===== config.mk =====
export PLATFORM = sky130hd
export DESIGN_NAME = cfs_config
export DESIGN_NICKNAME = d
export VERILOG_FILES = /design/src/rtl/cfs_config.v /design/src/rtl/cfs_edge_sync.v
export VERILOG_INCLUDE_DIRS = /design/src /design/src/rtl
export SDC_FILE = /design/constraint.sdc
export NUM_CORES = 1
export LEC_CHECK = 0
export CAP_MARGIN = 0
export CORE_UTILIZATION = 36
export CTS_CLUSTER_DIAMETER = 120
export DETAILED_ROUTE_END_ITERATION = 7
export DONT_BUFFER_PORTS = 1
export GPL_TIMING_DRIVEN = 0
export PLACE_DENSITY = 0.47
export SYNTH_ARGS = -nofsm -noshare
export SYNTH_HDL_FRONTEND = slang
export SYNTH_HIERARCHICAL = 1
export SYNTH_SLANG_ARGS = --single-unit

===== constraint.sdc =====
create_clock -name sys_clk -period 1.65 [get_ports sys_clk]
set_input_delay 0.0825 -clock sys_clk [delete_from_list [all_inputs] [get_ports sys_clk]]
set_output_delay 0.0825 -clock sys_clk [all_outputs]
set_load 0.01 [all_outputs]

===== src/rtl/cfs_map.vh =====
`ifndef CFS_MAP_VH
`define CFS_MAP_VH

// ----------------------------------------
// widths and fields
// ----------------------------------------
`define CFS_NUM_OUTPUTS      10
`define CFS_CTRL_WIDTH       11
`define CFS_SEL_BIT          10
`define CFS_LOAD_PULSE       12
`define CFS_CNT_WIDTH        4

// ----------------------------------------
// reset values
// ----------------------------------------
`define CFS_CTRL_RESET       11'h000
`define CFS_SHIFT_RESET      11'h000

`endif


===== src/rtl/cfs_config.v =====
`timescale 1ns/10ps
`default_nettype none
`include "cfs_map.vh"

// Contract
// RULE_01 - eleven-bit shift feeds eleven-bit control
// RULE_02 - enabled pulse shifts input into first stage
// RULE_03 - eleven shifts, twelfth pulse commits control
// RULE_04 - bit n governs output pair nine-minus-n
// RULE_05 - bit ten picks clock a or b
// RULE_06 - low enable bit disables its pair
// RULE_07 - pulse with enable low resets all
// RULE_08 - one load only per reset
// RULE_09 - enable low keeps all pairs on
// RULE_10 - enable low: serial pin picks clock
// RULE_11 - both pins low is default state
// RULE_12 - controller keeps shift clock under limit
// RULE_13 - floating pins give default state
// RULE_14 - act on shift clock rising edge
// RULE_15 - reset control state held until load
module cfs_config
#(
    parameter NUM_OUT = `CFS_NUM_OUTPUTS
)
(
    input  wire               sys_clk,
    input  wire               reset,
    input  wire               config_shift_clock,
    input  wire               serial_config_input,
    input  wire               program_enable,
    output reg  [NUM_OUT-1:0] pairEnable_reg,
    output reg                inputSelect_reg,
    output reg                ctrlLoaded_reg,
    output reg  [10:0]        ctrlWord_reg
);

    // ----------------------------------------
    // pin synchronisers
    // ----------------------------------------
    wire ckSync;
    wire ckRise;
    wire siSync;
    wire enSync;

    // RULE_13 pad idle levels
    // reset levels equal the pad pulls, so an idle-high shift
    // clock is not taken for a rising edge once reset lifts
    cfs_edge_sync
    #(
        .IDLE_LEVEL (1'b1)
    )
    ckSyncInst
    (
        .sys_clk   (sys_clk),
        .reset     (reset),
        .asyncIn   (config_shift_clock),
        .syncOut   (ckSync),
        .risePulse (ckRise)
    );

    cfs_edge_sync
    #(
        .IDLE_LEVEL (1'b0)
    )
    siSyncInst
    (
        .sys_clk   (sys_clk),
        .reset     (reset),
        .asyncIn   (serial_config_input),
        .syncOut   (siSync),
        .risePulse ()
    );

    cfs_edge_sync
    #(
        .IDLE_LEVEL (1'b0)
    )
    enSyncInst
    (
        .sys_clk   (sys_clk),
        .reset     (reset),
        .asyncIn   (program_enable),
        .syncOut   (enSync),
        .risePulse ()
    );

    // data pins are delayed one more stage so that they line up
    // with the edge pulse, which lags the synchronised clock by one
    // limitation: the shift clock must stay high and low for two
    // clocks each, or an edge is lost in the synchroniser
    reg siAlign_reg;
    reg enAlign_reg;

    always @(posedge sys_clk)
    begin
        if (reset)
        begin
            siAlign_reg <= 1'b0;
            enAlign_reg <= 1'b0;
        end
        else
        begin
            siAlign_reg <= siSync;
            enAlign_reg <= enSync;
        end
    end

    // ----------------------------------------
    // state machine
    // ----------------------------------------
    localparam [2:0] ST_SHIFT  = 3'h1;
    localparam [2:0] ST_COMMIT = 3'h2;
    localparam [2:0] ST_DONE   = 3'h4;

    reg [2:0]                 state_reg;
    reg [2:0]                 state_next;
    reg [`CFS_CNT_WIDTH-1:0]  count_reg;
    reg [`CFS_CNT_WIDTH-1:0]  count_next;
    reg [`CFS_CTRL_WIDTH-1:0] shift_reg;
    reg [`CFS_CTRL_WIDTH-1:0] shift_next;
    reg [`CFS_CTRL_WIDTH-1:0] ctrl_reg;
    reg [`CFS_CTRL_WIDTH-1:0] ctrl_next;
    reg                       loaded_reg;
    reg                       loaded_next;

    // index of the last shift pulse, cut to the counter width
    localparam integer              SHIFT_LAST_INT = `CFS_LOAD_PULSE - 2;
    localparam [`CFS_CNT_WIDTH-1:0] SHIFT_LAST     =
        SHIFT_LAST_INT[`CFS_CNT_WIDTH-1:0];

    // RULE_03 last of the eleven shifts
    wire lastShift = (count_reg == SHIFT_LAST);

    always @*
    begin
        state_next  = state_reg;
        count_next  = count_reg;
        shift_next  = shift_reg;
        ctrl_next   = ctrl_reg;
        loaded_next = loaded_reg;
        // RULE_14 rising edge only
        if (ckRise)
        begin
            if (!enAlign_reg)
            begin
                // RULE_07 reset everything
                state_next  = ST_SHIFT;
                count_next  = {`CFS_CNT_WIDTH{1'b0}};
                shift_next  = `CFS_SHIFT_RESET;
                ctrl_next   = `CFS_CTRL_RESET;
                loaded_next = 1'b0;
            end
            else
            begin
                case (state_reg)
                    ST_SHIFT:
                    begin
                        // RULE_02 serial shift in
                        shift_next = {shift_reg[`CFS_CTRL_WIDTH-2:0],
                                      siAlign_reg};
                        count_next = count_reg + 1'b1;
                        // RULE_03 eleventh bit in
                        if (lastShift)
                            state_next = ST_COMMIT;
                    end
                    ST_COMMIT:
                    begin
                        // RULE_03 twelfth pulse loads
                        ctrl_next   = shift_reg;
                        loaded_next = 1'b1;
                        state_next  = ST_DONE;
                    end
                    ST_DONE:
                    begin
                        // RULE_08 further pulses ignored
                        // a second frame is refused, not loaded; only a system
                        // reset or a pulse with enable low reopens the register
                        state_next = ST_DONE;
                    end
                    default:
                    begin
                        // stray state code: start a clean frame
                        state_next = ST_SHIFT;
                        count_next = {`CFS_CNT_WIDTH{1'b0}};
                        shift_next = `CFS_SHIFT_RESET;
                    end
                endcase
            end
        end
    end

    always @(posedge sys_clk)
    begin
        if (reset)
        begin
            state_reg <= ST_SHIFT;
            count_reg <= {`CFS_CNT_WIDTH{1'b0}};
        end
        else
        begin
            state_reg <= state_next;
            count_reg <= count_next;
        end
    end

    // ----------------------------------------
    // shift and control registers
    // ----------------------------------------
    // RULE_01 shift stages feed the control word
    always @(posedge sys_clk)
    begin
        if (reset)
        begin
            shift_reg  <= `CFS_SHIFT_RESET;
            ctrl_reg   <= `CFS_CTRL_RESET;
            loaded_reg <= 1'b0;
        end
        else
        begin
            shift_reg  <= shift_next;
            ctrl_reg   <= ctrl_next;
            loaded_reg <= loaded_next;
        end
    end

    // ----------------------------------------
    // output decode
    // ----------------------------------------
    // bitOrder has already put the first bit shifted at bit 0, so reverse
    // the ten enables to land bit n on pair 9-n
    function [NUM_OUT-1:0] pairMap;
        input [`CFS_CTRL_WIDTH-1:0] word;
        integer i;
        begin
            pairMap = {NUM_OUT{1'b0}};
            for (i = 0; i < NUM_OUT; i = i + 1)
                pairMap[NUM_OUT-1-i] = word[i];
        end
    endfunction

    // serial bit k sits at shift position 10-k; rebuild bit order
    function [`CFS_CTRL_WIDTH-1:0] bitOrder;
        input [`CFS_CTRL_WIDTH-1:0] word;
        integer i;
        begin
            bitOrder = {`CFS_CTRL_WIDTH{1'b0}};
            for (i = 0; i < `CFS_CTRL_WIDTH; i = i + 1)
                bitOrder[i] = word[`CFS_CTRL_WIDTH-1-i];
        end
    endfunction

    wire [`CFS_CTRL_WIDTH-1:0] ctrlBits = bitOrder(ctrl_reg);

    // ----------------------------------------
    // output select
    // ----------------------------------------
    // mode comes from the synchronised pin, not the aligned copy:
    // it only has to settle, not to line up with a shift edge
    reg [NUM_OUT-1:0] pairEnable_next;
    reg               inputSelect_next;

    always @*
    begin
        pairEnable_next  = {NUM_OUT{1'b1}};
        inputSelect_next = 1'b0;
        if (!enSync)
        begin
            // RULE_09 all pairs enabled
            pairEnable_next  = {NUM_OUT{1'b1}};
            // RULE_10 pin picks clock
            inputSelect_next = siSync;
        end
        else
        begin
            // RULE_06 per-pair gating
            // RULE_04 reversed pair order
            // RULE_15 reset word until load
            pairEnable_next  = pairMap(ctrlBits);
            // RULE_05 bit ten select
            inputSelect_next = ctrlBits[`CFS_SEL_BIT];
        end
    end

    // ----------------------------------------
    // output registers
    // ----------------------------------------
    always @(posedge sys_clk)
    begin
        if (reset)
        begin
            // RULE_11 default: all on, clock a
            pairEnable_reg  <= {NUM_OUT{1'b1}};
            inputSelect_reg <= 1'b0;
            ctrlLoaded_reg  <= 1'b0;
            ctrlWord_reg    <= `CFS_CTRL_RESET;
        end
        else
        begin
            ctrlLoaded_reg  <= loaded_reg;
            ctrlWord_reg    <= ctrlBits;
            pairEnable_reg  <= pairEnable_next;
            inputSelect_reg <= inputSelect_next;
        end
    end

endmodule

`default_nettype wire


===== src/rtl/cfs_edge_sync.v =====
`timescale 1ns/10ps
`default_nettype none

// ----------------------------------------
// two-stage synchroniser with rise pulse
// ----------------------------------------
module cfs_edge_sync
#(
    parameter [0:0] IDLE_LEVEL = 1'b0
)
(
    input  wire sys_clk,
    input  wire reset,
    input  wire asyncIn,
    output reg  syncOut,
    output reg  risePulse
);

    reg metaReg;
    reg lastReg;

    always @(posedge sys_clk)
    begin
        if (reset)
        begin
            metaReg   <= IDLE_LEVEL;
            syncOut   <= IDLE_LEVEL;
            lastReg   <= IDLE_LEVEL;
            risePulse <= 1'b0;
        end
        else
        begin
            metaReg   <= asyncIn;
            syncOut   <= metaReg;
            lastReg   <= syncOut;
            risePulse <= syncOut & ~lastReg;
        end
    end

endmodule

`default_nettype wire


==> run summary <==
Status
• **status** completed

Critical path
• **startpoint class of the critical path** register
• **kind of cell with the highest combined delay on the critical path** simple AND/OR/NAND/NOR gates
• **Setup crit end kind** register
• **CP Class** reg2reg
• **cell at the slowest stage of the critical path** or3b_4
• **R2R setup slack** 0.08 ns
• **Largest stage delay, worst path** 0.42 ns
• **worst path buffer plus inverter count** 2
• **list of cells traversed by the critical path** buf_2, or3b_4, a21oi_1, nor2_1, buf_4, a22o_1
• **Worst Path Required** 1.87 ns
• **data arrival time at the worst-slack endpoint** 1.79 ns
• **maximum fanout encountered on the critical timing path** 10

CTS
• **clock net sink count** 63
• **library cell used as clock root buffer** clkbuf_8
• **clk slew on worst S/H paths** 0.07 ns
• **number of buffers on the longest clock path** 2
• **post-CTS setup repair buffer count** 0
• **clock network latency to the later pin of the worst-skew pair** 0.33 ns
• **CTS tree** done
• **number of buffers created by CTS** 9
• **H-tree depth** 3

Global route
• **number of antenna violations at the first check in global routing** 0
• **first-pass GRT wire length** 6.56 mm
• **largest net degree at the start of global routing** 11
• **aggregate global routing overflow** 0
• **Total Routing Usage GR** 14.6%
• **number of global-route vias before repair** 1,388

Floorplanning
• **height of the die** 77.8 µm
• **die outline area** 6060 µm²
• **number of placed I/O pins** 28
• **num rows** 27
• **area inside the core boundary** 5540 µm²
• **horizontal extent of the die** 77.8 µm
• **Initial Utilization** 37.4%

STA
• **period utilization** 95.1%
• **unrepaired setup endpoints after global routing** yes
• **Hold Violations, Final** 0
• **Worst slew margin** 63.0%
• **hold slack final** 0.0583 ns
• **Tmin final** 1.57 ns
• **Final Setup Violations** 0
• **max-slew violation count** 0
• **f_max** 0.637 GHz
• **Clock Skews** 0.00578 ns
• **Slew @ Worst Pin** 0.555 ns

Detailed routing
• **average wire length per cell after detail routing** 13.7 µm
• **number of vias after detailed routing** 1,418
• **sum of routed wire length over all layers** 4.01 mm
• **number of search-and-repair iterations in the first detailed-routing pass** 4
• **DRT iter0 DRCs** 78
• **number of nets with antenna violations after routing** 0
• **count of unresolved DRC violations after routing** 0
• **number of vias per cell after detailed routing** 4.84

Cells and area
• **final std cell area, no fill** 2420 µm²
• **relative area change from synthesis to final layout** 17.0%
• **highest-count cells in the layout ignoring fill and taps** dfxtp_1, nor2b_1, nand2_1
• **ratio of cells with drive above 1 in the final layout** 12.2%
• **post-layout instance count excluding filler cells** 293
• **final-stage net count** 223
• **count of antenna diodes in the layout** 0
• **most common cell after layout, fill and taps aside** dfxtp_1

Placement
• **weighted congestion reported at the end of routability-driven placement** 0.759
• **half-perimeter wire length after placement** 2.55 mm
• **placed cells** 272
• **instance area at placement** 2160 µm²
• **Port Buffer Count** 0

Synthesis
• **total nets after synthesis** 207
• **post-synthesis instance total** 200
• **summed instance area of the synthesized netlist** 2070 µm²
• **post-synthesis average cell area** 10.3 µm²
• **Syn. warnings** 6

Power and ir drop
• **cell area power density** 1200 nW/µm²
• **Tot Pwr** 2.90 mW
• **Lkg Pwr** 0.899 nW
• **VDD IR max** 0.000431 V

Min path
• **Tightest Hold Check Type** in2reg

Run
• **max-cap check violation count** 0

stage by stage:
stage | TNS (ns) | util (%) | worst slack, ns
final | 0 | 43.7 | 0.0803
after global routing | -0.0842 | 43.7 | -0.0339
after CTS | 0 | 43.1 | 0.0351
after detailed placement | 0 | 39.0 | 0.0600
after global placement | 0 | 39.0 | 0.0562
after floorplan | 0 | - | 0.185
what timing repair did:
item	CTS	global route
resized for setup	0	10
hold buffers	4	0
endpoints found under the hold margin	9	0
setup endpoints to repair	0	18
final timing paths:
path                                 startpoint                               to  depth (start not counted)
setup / recovery      state_reg[2]$_SDFFE_PP0P_         ctrl_reg[2]$_SDFFE_PP0P_                          6
hold / removal                            reset        ctrlLoaded_reg$_SDFF_PP0_                          2
setup reg to reg      state_reg[2]$_SDFFE_PP0P_         ctrl_reg[2]$_SDFFE_PP0P_                          6
hold reg to reg   ckSyncInst/lastReg$_SDFF_PP1_  ckSyncInst/risePulse$_SDFF_PP0_                          1
worst reg2reg max path: cells and delay by family (launching register included):
family	cells	cell delay (ns)
compound gates	2	0.34
flops	1	0.29
simple gates	2	0.49
buf+inv	2	0.34
power by group:
part	internal (mW)	total, mW	switching, mW	leakage, nW
combinational	0.0261	0.0680	0.0419	0.288
sequential	1.54	1.55	0.0109	0.510
clock	0.732	1.29	0.555	0.100
total	2.30	2.90	0.608	0.899
per-layer routing:
metal	part of all wire (%)	GRT usage, %	routed length (µm)	vias up
met5	0	0	0	-
met4	2.3	8.68	94	0
met3	4.9	5.29	195	10
met2	46	22.6	1860	38
met1	46	17.3	1860	668
li1	-	-	-	702
final cells by class:
cell class                 count  area (µm²)
timing repair buffer           5        47.5
tap                           72        90.1
clock inverter                 4        45.0
sequential                    63        1260
fill                         550        3120
multi-input combinational    121         759
buffer                        10        50.0
inverter                       6        22.5
clock buffer                  12         145
(Power assumes the default switching activity.)
